File: src/csx_regs.svh
`ifndef CSX_REGS_SVH
`define CSX_REGS_SVH

// ****************************************************************
// Register addresses
// ****************************************************************
`define CSX_ADDR_W 12
`define CSX_CTRL_ADDR 12'h10A
`define CSX_STAT_ADDR 12'h1F0

// ****************************************************************
// Reset values and write mask
// ****************************************************************
`define CSX_CTRL_RESET 16'h0000
`define CSX_CTRL_WMASK 16'h7F55
`define CSX_RDATA_IDLE 16'h0000

// ****************************************************************
// Field positions of the control register
// ****************************************************************
`define CSX_BIT_EUP_EN 14
`define CSX_BIT_WIDE_SRAM 13
`define CSX_BIT_EMU_WS0 12
`define CSX_BIT_D_WS0 11
`define CSX_BIT_C_WS0 10
`define CSX_BIT_B_WS0 9
`define CSX_BIT_A_WS0 8
`define CSX_BIT_DRAM_EXT 6
`define CSX_BIT_D_UPS2 4
`define CSX_BIT_C_UPS2 2
`define CSX_BIT_B_UPS2 0

// ****************************************************************
// Decode constants
// ****************************************************************
`define CSX_WAIT_EXT_CODE 3'h7
`define CSX_UPS_TOP 3'h7
`define CSX_DCODE_8M 3'h0
`define CSX_DCODE_16M 3'h1
`define CSX_DRAM_8M 32'h0080_0000
`define CSX_DRAM_16M 32'h0100_0000

`endif

File: src/csx_pkg.sv
`default_nettype none
`include "csx_regs.svh"

package csx_pkg;

   // ****************************************************************
   // Types
   // ****************************************************************
   typedef struct packed {
      logic       rsv15;
      logic       extra_unprot_size_enable;
      logic       wide_sram_select;
      logic       emu_wait_low_bit;
      logic       group_d_wait_low_bit;
      logic       group_c_wait_low_bit;
      logic       group_b_wait_low_bit;
      logic       group_a_wait_low_bit;
      logic       rsv7;
      logic       dram_space_extend;
      logic       rsv5;
      logic       group_d_unprot_high_bit;
      logic       rsv3;
      logic       group_c_unprot_high_bit;
      logic       rsv1;
      logic       group_b_unprot_high_bit;
   } csx_ctrl_t;

   typedef struct packed {
      logic       ext_ack;
      logic [3:0] count;
   } csx_wait_t;

   // ****************************************************************
   // Functions
   // ****************************************************************
   // Upper three bits give an even count, low bit adds one
   function automatic csx_wait_t csx_wait_decode(input logic [2:0] hi, input logic lo);
      csx_wait_t w;
      w.ext_ack = (hi == `CSX_WAIT_EXT_CODE);
      w.count = w.ext_ack ? 4'h0 : {hi, lo};
      return w;
   endfunction

   // Extra high bit only counts while enabled
   function automatic logic [2:0] csx_ups_join(input logic en, input logic hi,
                                               input logic [1:0] lo);
      return {en & hi, lo};
   endfunction

endpackage

`default_nettype wire

File: src/csx_unprot.sv
`timescale 1ns/1ps
`default_nettype none
`include "csx_regs.svh"

module csx_unprot (
   input wire logic CLK_SYS,          // System clock
   input wire logic RST,              // Synchronous reset
   input wire logic [2:0] ups,        // Effective unprotected-size value
   input wire logic [31:0] space,     // Chip-select space in bytes
   output logic [2:0] ups_q,          // Registered size value
   output logic [31:0] bytes_q        // Registered unprotected bytes
);
   import csx_pkg::*;

   // ****************************************************************
   // Region is the space divided by two to the seven minus value
   // ****************************************************************
   wire [2:0] shift_amt = `CSX_UPS_TOP - ups;
   wire [31:0] bytes_d = space >> shift_amt;

   always_ff @(posedge CLK_SYS) begin
      if (RST) begin
         ups_q <= 3'h0;
         bytes_q <= 32'h0000_0000;
      end else begin
         ups_q <= ups;
         bytes_q <= bytes_d;
      end
   end

endmodule // csx_unprot

`default_nettype wire

File: src/csx_ctrl.sv
// What this block does
// Extra-size enable joins group B, C, D high bits into three-bit sizes.
// Wide SRAM select clear: group B pins act as write strobes.
// Wide SRAM select set: group B pins act as byte selects.
// Bit 12 is emulation wait-state low bit under three register bits.
// Bit 11 is group D wait-state low bit.
// Bit 10 is group C wait-state low bit.
// Bit 9 is group B wait-state low bit.
// Bit 8 is group A wait-state low bit.
// DRAM extension gives 8 Mbyte for code 000, 16 Mbyte for 001.
// DRAM extension acts only while group D DRAM selection is set.
// Bit 4 is group D unprotected-size high bit when enabled.
// Bit 2 is group C unprotected-size high bit when enabled.
// Bit 0 is group B unprotected-size high bit when enabled.
// Unprotected region is space divided by two to seven minus value.
// Software writes zero to reserved bits 15, 7, 5, 3, 1.
// Whole register clears to zero on reset.
// Wait value: upper bits give even count plus low bit; 111 external.
// Extension disabled: extra size bits ignored, two-bit fields used.
`timescale 1ns/1ps
`default_nettype none
`include "csx_regs.svh"

module csx_ctrl (
   input wire logic CLK_SYS,                    // System clock, 40 MHz
   input wire logic RST,                        // Synchronous reset
   input wire logic [11:0] REG_ADDR,            // Register address
   input wire logic [15:0] REG_WDATA,           // Register write data
   input wire logic REG_WR,                     // Write strobe
   input wire logic REG_RD,                     // Read strobe
   output logic [15:0] REG_RDATA,               // Read data, cycle after strobe
   input wire logic [2:0] A_WAIT_HI,            // Group A wait upper bits
   input wire logic [2:0] B_WAIT_HI,            // Group B wait upper bits
   input wire logic [2:0] C_WAIT_HI,            // Group C wait upper bits
   input wire logic [2:0] D_WAIT_HI,            // Group D wait upper bits
   input wire logic [2:0] EMU_WAIT_HI,          // Emulation wait upper bits
   input wire logic [1:0] B_UNPROT_LO,          // Group B two-bit size field
   input wire logic [1:0] C_UNPROT_LO,          // Group C two-bit size field
   input wire logic [1:0] D_UNPROT_LO,          // Group D two-bit size field
   input wire logic D_DRAM_SEL,                 // Group D selects DRAM
   input wire logic [2:0] D_SPACE_CODE,         // Group D space size code
   input wire logic [31:0] B_SPACE_BYTES,       // Group B space in bytes
   input wire logic [31:0] C_SPACE_BYTES,       // Group C space in bytes
   input wire logic [31:0] D_SPACE_BYTES,       // Group D base space in bytes
   input wire logic B_CYCLE,                    // Group B cycle active
   input wire logic B_WRITE,                    // Group B cycle is a write
   input wire logic B_UPPER_EN,                 // Upper byte lane used
   input wire logic B_LOWER_EN,                 // Lower byte lane used
   output var csx_pkg::csx_wait_t A_WAIT,       // Group A decoded wait
   output var csx_pkg::csx_wait_t B_WAIT,       // Group B decoded wait
   output var csx_pkg::csx_wait_t C_WAIT,       // Group C decoded wait
   output var csx_pkg::csx_wait_t D_WAIT,       // Group D decoded wait
   output var csx_pkg::csx_wait_t EMU_WAIT,     // Emulation decoded wait
   output logic [2:0] B_UNPROT_SIZE,            // Group B effective size value
   output logic [2:0] C_UNPROT_SIZE,            // Group C effective size value
   output logic [2:0] D_UNPROT_SIZE,            // Group D effective size value
   output logic [31:0] B_UNPROT_BYTES,          // Group B unprotected bytes
   output logic [31:0] C_UNPROT_BYTES,          // Group C unprotected bytes
   output logic [31:0] D_UNPROT_BYTES,          // Group D unprotected bytes
   output logic [31:0] D_SPACE_EFF,             // Group D effective space
   output logic UPPER_STROBE_N,                 // Upper write strobe or byte select
   output logic LOWER_STROBE_N,                 // Lower write strobe or byte select
   output logic STROBE_IS_BYTE_SEL              // Shared pins in byte-select role
);
   import csx_pkg::*;

   // ****************************************************************
   // Register decode
   // ****************************************************************
   csx_ctrl_t ctrl_q;
   csx_ctrl_t ctrl_d;
   logic [15:0] rdata_q;
   logic [15:0] rdata_d;

   wire hit_ctrl = (REG_ADDR == `CSX_CTRL_ADDR);
   wire hit_stat = (REG_ADDR == `CSX_STAT_ADDR);
   wire wr_ctrl = REG_WR & hit_ctrl;

   // Reserved positions are never stored, so they read back zero
   wire [15:0] wr_value = REG_WDATA & `CSX_CTRL_WMASK;
   assign ctrl_d = wr_ctrl ? csx_ctrl_t'(wr_value) : ctrl_q;

   always_ff @(posedge CLK_SYS) begin
      if (RST) begin
         ctrl_q <= csx_ctrl_t'(`CSX_CTRL_RESET);
      end else begin
         ctrl_q <= ctrl_d;
      end
   end

   // ****************************************************************
   // Wait-state values
   // ****************************************************************
   csx_wait_t a_wait_d;
   csx_wait_t b_wait_d;
   csx_wait_t c_wait_d;
   csx_wait_t d_wait_d;
   csx_wait_t emu_wait_d;

   assign a_wait_d = csx_wait_decode(A_WAIT_HI, ctrl_q.group_a_wait_low_bit);
   assign b_wait_d = csx_wait_decode(B_WAIT_HI, ctrl_q.group_b_wait_low_bit);
   assign c_wait_d = csx_wait_decode(C_WAIT_HI, ctrl_q.group_c_wait_low_bit);
   assign d_wait_d = csx_wait_decode(D_WAIT_HI, ctrl_q.group_d_wait_low_bit);
   assign emu_wait_d = csx_wait_decode(EMU_WAIT_HI, ctrl_q.emu_wait_low_bit);

   always_ff @(posedge CLK_SYS) begin
      if (RST) begin
         A_WAIT <= '0;
         B_WAIT <= '0;
         C_WAIT <= '0;
         D_WAIT <= '0;
         EMU_WAIT <= '0;
      end else begin
         A_WAIT <= a_wait_d;
         B_WAIT <= b_wait_d;
         C_WAIT <= c_wait_d;
         D_WAIT <= d_wait_d;
         EMU_WAIT <= emu_wait_d;
      end
   end

   // ****************************************************************
   // Unprotected-size fields
   // ****************************************************************
   wire eup_en = ctrl_q.extra_unprot_size_enable;
   // Disabled enable masks the high bit, leaving the two-bit field
   wire [2:0] b_ups = csx_ups_join(eup_en, ctrl_q.group_b_unprot_high_bit,
                                   B_UNPROT_LO);
   wire [2:0] c_ups = csx_ups_join(eup_en, ctrl_q.group_c_unprot_high_bit,
                                   C_UNPROT_LO);
   wire [2:0] d_ups = csx_ups_join(eup_en, ctrl_q.group_d_unprot_high_bit,
                                   D_UNPROT_LO);

   // ****************************************************************
   // Group D DRAM space
   // ****************************************************************
   wire dram_ext_on = ctrl_q.dram_space_extend & D_DRAM_SEL;
   wire code_8m = (D_SPACE_CODE == `CSX_DCODE_8M);
   wire code_16m = (D_SPACE_CODE == `CSX_DCODE_16M);
   logic [31:0] d_space_d;

   always_comb begin
      d_space_d = D_SPACE_BYTES;
      if (dram_ext_on && code_8m) begin
         d_space_d = `CSX_DRAM_8M;
      end else if (dram_ext_on && code_16m) begin
         d_space_d = `CSX_DRAM_16M;
      end
   end

   always_ff @(posedge CLK_SYS) begin
      if (RST) begin
         D_SPACE_EFF <= 32'h0000_0000;
      end else begin
         D_SPACE_EFF <= d_space_d;
      end
   end

   // ****************************************************************
   // Unprotected region per group
   // ****************************************************************
   csx_unprot u_unprot_b (
      .CLK_SYS (CLK_SYS),
      .RST     (RST),
      .ups     (b_ups),
      .space   (B_SPACE_BYTES),
      .ups_q   (B_UNPROT_SIZE),
      .bytes_q (B_UNPROT_BYTES)
   );

   csx_unprot u_unprot_c (
      .CLK_SYS (CLK_SYS),
      .RST     (RST),
      .ups     (c_ups),
      .space   (C_SPACE_BYTES),
      .ups_q   (C_UNPROT_SIZE),
      .bytes_q (C_UNPROT_BYTES)
   );

   // Group D divides the space after the DRAM extension
   csx_unprot u_unprot_d (
      .CLK_SYS (CLK_SYS),
      .RST     (RST),
      .ups     (d_ups),
      .space   (d_space_d),
      .ups_q   (D_UNPROT_SIZE),
      .bytes_q (D_UNPROT_BYTES)
   );

   // ****************************************************************
   // Group B shared strobe pins
   // ****************************************************************
   wire byte_sel_mode = ctrl_q.wide_sram_select;
   // Write strobes only on writes; byte selects on reads and writes
   wire b_lane_cycle = B_CYCLE & (byte_sel_mode | B_WRITE);
   wire upper_d_n = ~(b_lane_cycle & B_UPPER_EN);
   wire lower_d_n = ~(b_lane_cycle & B_LOWER_EN);

   always_ff @(posedge CLK_SYS) begin
      if (RST) begin
         UPPER_STROBE_N <= 1'b1;
         LOWER_STROBE_N <= 1'b1;
         STROBE_IS_BYTE_SEL <= 1'b0;
      end else begin
         UPPER_STROBE_N <= upper_d_n;
         LOWER_STROBE_N <= lower_d_n;
         STROBE_IS_BYTE_SEL <= byte_sel_mode;
      end
   end

   // ****************************************************************
   // Read-back
   // ****************************************************************
   // Status shows live decode results of the block
   wire [15:0] stat_word = {1'b0, dram_ext_on,
                            emu_wait_d.ext_ack, d_wait_d.ext_ack, c_wait_d.ext_ack,
                            b_wait_d.ext_ack, a_wait_d.ext_ack,
                            d_ups, c_ups, b_ups};

   always_comb begin
      rdata_d = `CSX_RDATA_IDLE;
      if (REG_RD && hit_ctrl) begin
         rdata_d = ctrl_q;
      end else if (REG_RD && hit_stat) begin
         rdata_d = stat_word;
      end
   end

   always_ff @(posedge CLK_SYS) begin
      if (RST) begin
         rdata_q <= `CSX_RDATA_IDLE;
      end else begin
         rdata_q <= rdata_d;
      end
   end

   assign REG_RDATA = rdata_q;

endmodule // csx_ctrl

`default_nettype wire

File: config.mk
export PLATFORM = sky130hd
export DESIGN_NAME = csx_ctrl
export DESIGN_NICKNAME = d
export VERILOG_FILES = /design/src/csx_pkg.sv /design/src/csx_unprot.sv /design/src/csx_ctrl.sv
export VERILOG_INCLUDE_DIRS = /design/src
export SDC_FILE = /design/constraint.sdc
export NUM_CORES = 1
export LEC_CHECK = 0
export BUFFER_PORTS_ARGS = -buffer_cell sky130_fd_sc_hd__buf_2
export CELL_PAD_IN_SITES_DETAIL_PLACEMENT = 1
export CELL_PAD_IN_SITES_GLOBAL_PLACEMENT = 2
export CORE_MARGIN = 3
export CORE_UTILIZATION = 30
export CTS_BUF_LIST = sky130_fd_sc_hd__clkbuf_8
export DETAILED_ROUTE_END_ITERATION = 16
export HOLD_SLACK_MARGIN = 0.06
export PLACE_DENSITY_LB_ADDON = 0.1
export SKIP_CTS_REPAIR_TIMING = 1
export SLEW_MARGIN = 20
export SYNTH_ARGS = -nofsm -noshare
export SYNTH_HDL_FRONTEND = slang
export SYNTH_HIERARCHICAL = 1
export SYNTH_SLANG_ARGS = --single-unit
export TNS_END_PERCENT = 100
File: constraint.sdc
create_clock -name CLK_SYS -period 1.7 [get_ports CLK_SYS]
set_input_delay 0.085 -clock CLK_SYS [delete_from_list [all_inputs] [get_ports CLK_SYS]]
set_output_delay 0.085 -clock CLK_SYS [all_outputs]
set_load 0.05 [all_outputs]
==> results of run 1 <==
power by group through the flow:
| stage | Combinational, mW | Clock [mW] | Sequential [mW] |
|---|---|---|---|
| CTS | 2.36 | 3.42 | 4.75 |
| detailed placement | 2.36 | 0 | 4.85 |
| global placement | 2.35 | 0 | 4.85 |
| finish | 2.53 | 3.26 | 4.75 |
| global route | 2.68 | 3.58 | 4.78 |
| floorplan | 0.912 | 0 | 5.65 |
layer usage:
| layer | GRT usage | up-vias |
|---|---|---|
| met1 | 0.2095 | 3311 |
| met5 | 0 | - |
| met4 | 0.04562 | 6 |
| met2 | 0.2821 | 222 |
| met3 | 0.06588 | 21 |
| li1 | - | 3398 |
through the flow:
stage | hold slack (ps) | setup slack, ps | power (mW) | cells | setup TNS [ps]
after global placement | 246.3 | -75.19 | 7.207 | 1404 | -322.4
after global routing | 61.21 | -151.3 | 11.04 | 1515 | -2227
after detailed placement | 249.2 | -126.6 | 7.213 | 1404 | -730.1
after floorplan | 146.9 | 146.1 | 6.558 | 732 | 0
final | 64.86 | -40.98 | 10.53 | 1515 | -215.2
after CTS | -293.9 | -144.0 | 10.54 | 1436 | -912.2
tightest hold or removal path, delay by kind of cell:
| kind | cells | cell delay, ps |
|---|---|---|
| compound gates | 1 | 80 |
| buf+inv | 1 | 90 |
| mux | 1 | 160 |
| simple gates | 1 | 70 |
registers in the layout, indices dropped and copies added (netlist names), 5 cells and up:
signal / cells
u_unprot_b/bytes_q: 32
EMU_WAIT: 5
B_WAIT: 5
u_unprot_c/bytes_q: 32
C_WAIT: 5
ctrl_q: 9
D_WAIT: 5
u_unprot_d/bytes_q: 32
REG_RDATA: 15
A_WAIT: 5
D_SPACE_EFF: 32
kinds of logic after synthesis:
family | Yosys count | share of synthesized area
multiplexers | 192 | 0.2748
flip-flops | 191 | 0.4591
AND/OR/NAND/NOR | 162 | 0.1226
AO/OA/AOI/OAI | 114 | 0.08924
buffers and inverters | 72 | 0.05379
other | 1 | 0.0004503
cells in the final DEF (no fill, tap or decap), types with 2 or more instances in the layout:
master,netlist,final
buf_2,22,331
dfxtp_1,191,190
mux2i_1,97,89
o22ai_1,84,84
dlygate4sd3_1,0,78
mux2_4,66,66
nor2b_1,44,44
and2_1,37,37
mux2_2,29,29
nand2b_1,29,29
nor2_1,18,18
clkbuf_8,0,17
buf_4,2,17
inv_1,13,13
buf_12,6,11
a211oi_1,10,10
a21oi_1,9,9
nand3_1,8,8
nand2_1,7,7
o2bb2ai_1,5,5
a22o_1,5,5
or2_2,4,4
inv_6,0,4
mux2i_4,0,4
mux2i_2,0,4
clkinv_4,0,3
clkinv_8,0,3
and3b_1,3,3
or4b_4,2,2
nor4_4,2,2
inv_8,0,2
bufinv_16,0,2
final cells by class:
cell class	instances	area, um^2
Timing Repair Buffer	438	2810
Fill cell	3040	15380
Inverter	13	48.80
Multi-Input combinational cell	469	4138
Clock inverter	15	200.2
Tap cell	372	465.4
Sequential cell	191	3825
Clock buffer	17	234.0
path summary, 6_finish.rpt:
check / startpoint / to / slack, ps / depth (start not counted)
worst min register to register: ctrl_q[9]$_SDFFE_PP0P_ / REG_RDATA[9]$_SDFF_PP0_ / 480 / 1
worst min-delay path: B_SPACE_BYTES[29] / u_unprot_b/bytes_q[29]$_SDFF_PP0_ / 60 / 4
worst max-delay path: ctrl_q[6]$_SDFFE_PP0P_ / u_unprot_d/bytes_q[20]$_SDFF_PP0_ / -40 / 6
worst max register to register: ctrl_q[6]$_SDFFE_PP0P_ / u_unprot_d/bytes_q[20]$_SDFF_PP0_ / -40 / 6
==> flow_metrics.tcl, run 1 <==
set metrics [dict create \
    netlist_area_mm2 0.008328 \
    wl_per_cell_um 18.01 \
    clock_latency_ps 460 \
    status "complete, but fails checks" \
    async_reset_ff_frac 0 \
    ant_nets 0 \
    antenna_cells 0 \
    drv_cap 0 \
    yosysTopAreaCell "dfxtp_1" \
    clk_transition_reported_paths_ps 110 \
    path_class "flip-flop to flip-flop" \
    fp.dieArea_mm2 0.02980 \
    cp-end-kind "flip-flop" \
    drc_errors 0 \
    dp_hpwl_mm 20.04 \
    yosysWarnings 6 \
    synthTopCellsByArea "dfxtp_1 46%, mux2_4 12%, mux2i_1 12%, o22ai_1 6.3%, mux2_2 3.9%" \
    finalMaxSlewViolations 0 \
    timing.fmax_mhz 574.4 \
    syn_inst 732 \
    grt_usage 0.1709 \
    crit_buf_inv 1 \
    gp_congestion 0.7415 \
    synth.avg_cell_area_um2 11.38 \
    setup_ws_ps -40.98 \
    io-pin-count 338 \
    grt_start_max_net_pins 88 \
    yosysMostFrequentCell "dfxtp_1" \
    arrival_ps 2050 \
    cts_tree "built" \
    pwr-share-clk 0.309 \
    clk_path_buf_depth 2 \
    grt_pass1_vias 7067 \
    dieWidth_um 172.6 \
    hold_path.class "primary input to flip-flop" \
    wl_met1_mm 11.81 \
    cp_max_fo 17 \
    p_per_area_mw_per_mm2 898.5 \
    violations "setup timing" \
    cts_buffers 17 \
    path_cells "nand4bb_4 -> buf_12 -> and2_1 -> mux2_4 -> mux2i_1 -> o22ai_1" \
    fin_area_mm2 0.01172 \
    rsz0062_at_grt "true" \
    synth-edff-count 0 \
    cts_root_buffer "clkbuf_8" \
    clock_skew_ps 18.79 \
    syn_to_final_growth_pct 40.74 \
    post-route-period-util 1.024 \
    drt_wl_total_mm 27.29 \
    top_layer "met5" \
    nNetsFinal 1287 \
    drtPass1Iterations 4 \
    grt_overflow 0 \
    cts_sinks 191 \
    p_int_mw 7.044 \
    start_util 0.3073 \
    synth_top_area_frac 0.4591 \
    maxSlewHeadroom 0.5948 \
    setup_viol 10 \
    seqPwrFrac 0.451 \
    htree_levels 4 \
    swShare 0.3312 \
    start_kind "flip-flop" \
    core_area_mm2 0.02710 \
    wl_met3_mm 2.030 \
    place_area_mm2 0.01040 \
    die_h_um 172.6 \
    drive_gt1_frac 0.4444 \
    ys_ff_latch 191 \
    route.met2.wl_mm 13.05 \
    p_sw_mw 3.488 \
    synth_ff_type "dfxtp_1" \
    critPathTopFamily "multiplexers" \
    period_needed_ps 1741 \
    grt_pass1_wl_mm 40.48 \
    synth_common_cells "191 x dfxtp_1, 97 x mux2i_1, 84 x o22ai_1, 66 x mux2_4, 44 x nor2b_1" \
    hold_viol 0 \
    seq_area_frac_synth 0.4591 \
    ys_types 35 \
    p_leak_nw 5.620 \
    io_buffers 331 \
    vias 6958 \
    antenna_found_initial 3 \
    ir_worst_vdd_mv 0.4113 \
    drtIter0Drc 295 \
    comb_power_share 0.240 \
    finalCoreUtilization 0.4325 \
    num_rows 60 \
    slowest_stage "dfxtp_2" \
    worst_pin_slew_ps 607.8 \
    vias_per_cell 4.593 \
    required_ps 2010 \
    syn-num-nets 889 \
    cp_slowest_stage_delay_ps 370 \
]
(Power assumes the default switching activity.)
==> run 2, diff against run 1 <==
--- a/config.mk
+++ b/config.mk
@@ -14,7 +14,7 @@
 export CTS_BUF_LIST = sky130_fd_sc_hd__clkbuf_8
 export DETAILED_ROUTE_END_ITERATION = 16
 export HOLD_SLACK_MARGIN = 0.06
-export PLACE_DENSITY_LB_ADDON = 0.1
+export PLACE_DENSITY = 0.82
 export SKIP_CTS_REPAIR_TIMING = 1
 export SLEW_MARGIN = 20
 export SYNTH_ARGS = -nofsm -noshare
==> run 2 against run 1 <==
The flow still finishes with violations (setup timing). Power down 1.1%. Hold slack better by 12 ps. Flip-flop and latch count is the same. Die area unchanged. Highest routed layer is now met4. First-iteration DRC count fell by 28%. Register-to-register slack got worse by 40 ps. Cell count fell by 0.59%. Combinational power about the same. Maximum frequency is 2.3% lower. Largest power group unchanged. Clock skew fell by 1.4 ps. Setup slack got worse by 41 ps.
==> flow_metrics.tcl, run 2 (same netlist as run 1, synthesis figures left out) <==
set metrics [dict create \
    use_met2 0.2865 \
    slowest_stage "dfxtp_2" \
    dp_hpwl_mm 20.06 \
    layout_common_cells "330 x buf_2, 190 x dfxtp_1, 88 x mux2i_1" \
    stdcell_count 1506 \
    grt_pass1_wl_mm 40.41 \
    cp_slowest_stage_delay_ps 370 \
    place_area_mm2 0.01037 \
    cp_max_fo 17 \
    setup_viol 22 \
    hold_path.class "primary input to flip-flop" \
    grtUsageMet3 0.05709 \
    grt_start_max_net_pins 51 \
    syn_to_final_growth_pct 39.12 \
    grt_util_met1 0.2108 \
    cts_root_buffer "clkbuf_8" \
    arrival_ps 2090 \
    nNetsFinal 1278 \
    drtIter0Drc 212 \
    post-route-period-util 1.048 \
    start_kind "flip-flop" \
    drv_cap 0 \
    wl_per_cell_um 18.47 \
    status "complete, but fails checks" \
    period_needed_ps 1782 \
    io-pin-count 338 \
    cts_sinks 191 \
    clock_skew_ps 17.38 \
    clk_path_buf_depth 2 \
    clock_latency_ps 450 \
    p_per_area_mw_per_mm2 899.1 \
    num_rows 60 \
    fp.dieArea_mm2 0.02980 \
    finalMaxSlewViolations 0 \
    vias_per_cell 4.616 \
    required_ps 2010 \
    ant_nets 0 \
    gp_congestion 0.8038 \
    finalSetupTns_ps -694.1 \
    violations "setup timing" \
    start_util 0.3073 \
    maxSlewHeadroom 0.6059 \
    clk_transition_reported_paths_ps 110 \
    busiest_layer "met2" \
    layout_commonest_cell "buf_2" \
    antenna_found_initial 0 \
    drc_errors 0 \
    timing.fmax_mhz 561.2 \
    die_h_um 172.6 \
    drt_wl_total_mm 27.82 \
    fill_cells 3051 \
    dieWidth_um 172.6 \
    fin_area_mm2 0.01159 \
    cts_buffers 17 \
    drtPass1Iterations 4 \
    ir_worst_vdd_mv 0.6153 \
    htree_levels 4 \
    grt_pass1_vias 7111 \
    io_buffers 331 \
    worst_pin_slew_ps 591.1 \
    vias 6952 \
    antenna_cells 0 \
    p_leak_nw 5.566 \
    cp-end-kind "flip-flop" \
    regToRegSetupSlack_ps -80 \
    path_class "flip-flop to flip-flop" \
    cts_tree "built" \
    rsz0062_at_grt "true" \
    drive_gt1_frac 0.4462 \
    core_area_mm2 0.02710 \
    total_power_mw 10.42 \
    setup_ws_ps -81.82 \
    path_cells "nand4bb_4 -> buf_12 -> mux2_2 -> mux2_4 -> mux2i_1 -> o22ai_1" \
    hold_viol 0 \
    hold_path_depth 4 \
    r2r_cells 6 \
    placed_cells 1401 \
    grt_overflow 0 \
    grt_usage 0.1694 \
]
-- run 2: changes by cell type in the layout (fill, tap and decap cells not counted), moves of 2 or more --
cell	previous run	this run
clkinv_8	3	1
mux2i_4	4	2
clkinv_2	0	2
clkbuf_8	17	19
mux2i_2	4	7
clkinv_4	3	1
dlygate4sd3_1	78	72
inv_8	2	4
-- run 2: critical path: cells and delay by family (launching register included) --
kind	cells	cell delay, ps
buf+inv	1	200
mux	3	770
compound gates	1	120
simple gates	1	180
flops	1	370
-- run 2: metal layers --
metal	part of all wire	up-vias
met1	0.43	3328
met3	0.069	16
met5	0	-
met4	0.011	0
li1	-	3379
met2	0.49	229
-- run 2: cell type report --
| cell class | count | area, um^2 | share of cell area |
|---|---|---|---|
| clock inverter | 13 | 143.9 | 0.01242 |
| sequential | 191 | 3825 | 0.3301 |
| multi-input combinational | 469 | 4124 | 0.3559 |
| tap | 372 | 465.4 | 0.04017 |
| inverter | 13 | 48.80 | 0.004212 |
| clock buffer | 19 | 261.5 | 0.02257 |
| timing repair buffer | 429 | 2718 | 0.2346 |
-- run 2: metrics by stage --
| step | setup WS [ps] | hold WS (ps) | util |
|---|---|---|---|
| CTS | -68.39 | -250.9 | 0.3975 |
| global route | -166.3 | 61.33 | 0.4275 |
| floorplan | 146.1 | 146.9 | - |
| detailed placement | -75.13 | 252.5 | 0.3825 |
| finish | -81.82 | 76.82 | 0.4275 |
| global placement | 0.2004 | 250.0 | 0.3825 |
-- run 2: final timing paths --
check                                              from                                 to
worst max-delay path             ctrl_q[6]$_SDFFE_PP0P_  u_unprot_d/bytes_q[19]$_SDFF_PP0_
worst min-delay path                  B_SPACE_BYTES[30]  u_unprot_b/bytes_q[30]$_SDFF_PP0_
worst min register to register  ctrl_q[10]$_SDFFE_PP0P_           REG_RDATA[10]$_SDFF_PP0_
worst max register to register   ctrl_q[6]$_SDFFE_PP0P_  u_unprot_d/bytes_q[19]$_SDFF_PP0_
-- run 2: power by group --
part	leakage (nW)	switching (mW)	internal, mW
Sequential	1.58	0.0631	4.70
Clock	0.208	1.84	1.31
Combinational	3.78	1.57	0.942
==> run 3, diff against run 2 <==
--- a/config.mk
+++ b/config.mk
@@ -15,6 +15,7 @@
 export DETAILED_ROUTE_END_ITERATION = 16
 export HOLD_SLACK_MARGIN = 0.06
 export PLACE_DENSITY = 0.82
+export REMOVE_ABC_BUFFERS = 1
 export SKIP_CTS_REPAIR_TIMING = 1
 export SLEW_MARGIN = 20
 export SYNTH_ARGS = -nofsm -noshare
==> run 3 against run 2 <==
The run still ends with setup timing left. Non-clock buffer count up 20. Hold slack worse by 26 ps. Setup slack better by 47 ps. Largest cell class unchanged. Highest routed layer is now met5.
==> flow_metrics.tcl, run 3 (same netlist as run 1, synthesis figures left out) <==
set metrics [dict create \
    status "complete, but fails checks" \
    layout_commonest_cell "buf_2" \
    syn_to_final_growth_pct 43.07 \
    fill_cells 3034 \
    cp_slowest_stage_delay_ps 370 \
    ir_worst_vdd_mv 0.4323 \
    holdPathEnd "u_unprot_b/bytes_q[0]$_SDFF_PP0_" \
    drtIter0Drc 275 \
    grt_usage 0.1755 \
    hold_start "B_SPACE_BYTES[2]" \
    r2r_cells 6 \
    p_leak_nw 5.645 \
    timing.fmax_mhz 576.5 \
    violations "setup timing" \
    multi_input_area_mm2 0.004245 \
    regToRegSetupSlack_ps -30 \
    setup_ws_ps -34.57 \
    drtPass1Iterations 4 \
    clk_transition_reported_paths_ps 110 \
    dp_hpwl_mm 21.34 \
    r2r_start "ctrl_q[6]$_SDFFE_PP0P_" \
    top_layer "met5" \
    dieWidth_um 172.6 \
    worst_hold_slack_ps 50.65 \
    vias 7102 \
    core_area_mm2 0.02710 \
    num_rows 60 \
    cts_tree "built" \
    grt_overflow 0 \
    drc_errors 0 \
    post-route-period-util 1.020 \
    gp_congestion 0.8605 \
    ant_nets 0 \
    setup_viol 10 \
    p_per_area_mw_per_mm2 890.9 \
    dp_worst_setup_slack_ps -115.5 \
    register_area_mm2 0.003825 \
    period_needed_ps 1735 \
    io_buffers 331 \
    start_util 0.3073 \
    maxSlewHeadroom 0.5241 \
    cp-end-kind "flip-flop" \
    hold_path.class "primary input to flip-flop" \
    io-pin-count 338 \
    wl_met3_mm 2.368 \
    drv_cap 0 \
    cts_buffers 17 \
    route.met2.wl_mm 14.29 \
    total_power_mw 10.62 \
    arrival_ps 2070 \
    fp.dieArea_mm2 0.02980 \
    clock_latency_ps 470 \
    hold_path_depth 4 \
    rsz0062_at_grt "true" \
    cts_root_buffer "clkbuf_8" \
    clk_path_buf_depth 2 \
    wl_per_cell_um 19.02 \
    clock_skew_ps 13.72 \
    vias_per_cell 4.654 \
    antenna_cells 0 \
    grt_start_max_net_pins 67 \
    hold_viol 0 \
    required_ps 2040 \
    slowest_stage "dfxtp_2" \
    drive_gt1_frac 0.4523 \
    cts_sinks 191 \
    path_class "flip-flop to flip-flop" \
    antenna_found_initial 1 \
    reg2reg_to "u_unprot_d/bytes_q[24]$_SDFF_PP0_" \
    grt_pass1_wl_mm 41.74 \
    start_kind "flip-flop" \
    nNetsFinal 1298 \
    layout_common_cells "330 x buf_2, 190 x dfxtp_1, 89 x dlygate4sd3_1" \
    finalMaxSlewViolations 0 \
    path_cells "nand4bb_4 -> buf_12 -> mux2_2 -> mux2_4 -> mux2i_2 -> o22ai_1" \
    grt_pass1_vias 7155 \
    htree_levels 4 \
    worst_pin_slew_ps 713.8 \
    drt_wl_total_mm 29.02 \
    wl_met1_mm 12.01 \
    cp_max_fo 17 \
    die_h_um 172.6 \
]
==> run 3: cell types whose count changed in the layout (fill, tap and decap cells not counted), sizes merged <==
cell	change
clkbuf	-2
clkinvlp	+3
buf	+3
inv	-2
clkinv	-1
dlygate4sd3	+17
bufinv	+2
==> run 3: layout make-up <==
type,instances,area share
clock inverters,15,0.01565
multi-input cells,469,0.3563
well taps,372,0.03906
flip-flops and latches,191,0.3210
repair buffers,449,0.2443
clock buffers,17,0.01964
inverters,13,0.004095
==> run 3: how the worst max path moves through the flow <==
| stage | start | endpoint | slack, ps | cells past startpoint |
|---|---|---|---|---|
| finish | ctrl_q[6]$_SDFFE_PP0P_ | u_unprot_d/bytes_q[24]$_SDFF_PP0_ | -30 | 6 |
| global route | byte_sel_mode$_SDFFE_PP0P_ | UPPER_STROBE_N$_SDFF_PP1_ | -130 | 4 |
| CTS | ctrl_q[6]$_SDFFE_PP0P_ | u_unprot_d/bytes_q[24]$_SDFF_PP0_ | -80 | 6 |
| detailed placement | REG_ADDR[0] | ctrl_q[2]$_SDFFE_PP0P_ | -120 | 5 |
| global placement | REG_ADDR[0] | ctrl_q[6]$_SDFFE_PP0P_ | -50 | 5 |
| floorplan | ctrl_q[6]$_SDFFE_PP0P_ | u_unprot_d/bytes_q[22]$_SDFF_PP0_ | -310 | 5 |
==> run 3: through the flow <==
step | area, um^2 | cells | utilization | setup TNS, ps
floorplan | 7929 | 673 | - | -7492
global placement | 10400 | 1404 | 0.3837 | -546.2
detailed placement | 10400 | 1404 | 0.3837 | -1138
CTS | 10820 | 1436 | 0.3992 | -533.7
global route | 11920 | 1526 | 0.4397 | -1842
finish | 11920 | 1526 | 0.4397 | -221.2
==> run 3: worst max-delay path, delay by kind of cell, from the launching register on <==
| kind | cells | cell delay [ps] |
|---|---|---|
| buf+inv | 1 | 200 |
| compound gates | 1 | 110 |
| flops | 1 | 370 |
| mux | 3 | 760 |
| simple gates | 1 | 170 |
==> run 3: where the power goes <==
group	internal, mW	switching (mW)	total (mW)
clock	1.48	1.77	3.25
sequential	4.69	0.0585	4.75
combinational	1.00	1.62	2.62
==> run 3: routing by layer <==
layer | GRT usage | vias up
met1 | 0.2057 | 3397
li1 | - | 3430
met3 | 0.08081 | 23
met2 | 0.2983 | 250
met5 | 0 | -
met4 | 0.03211 | 2
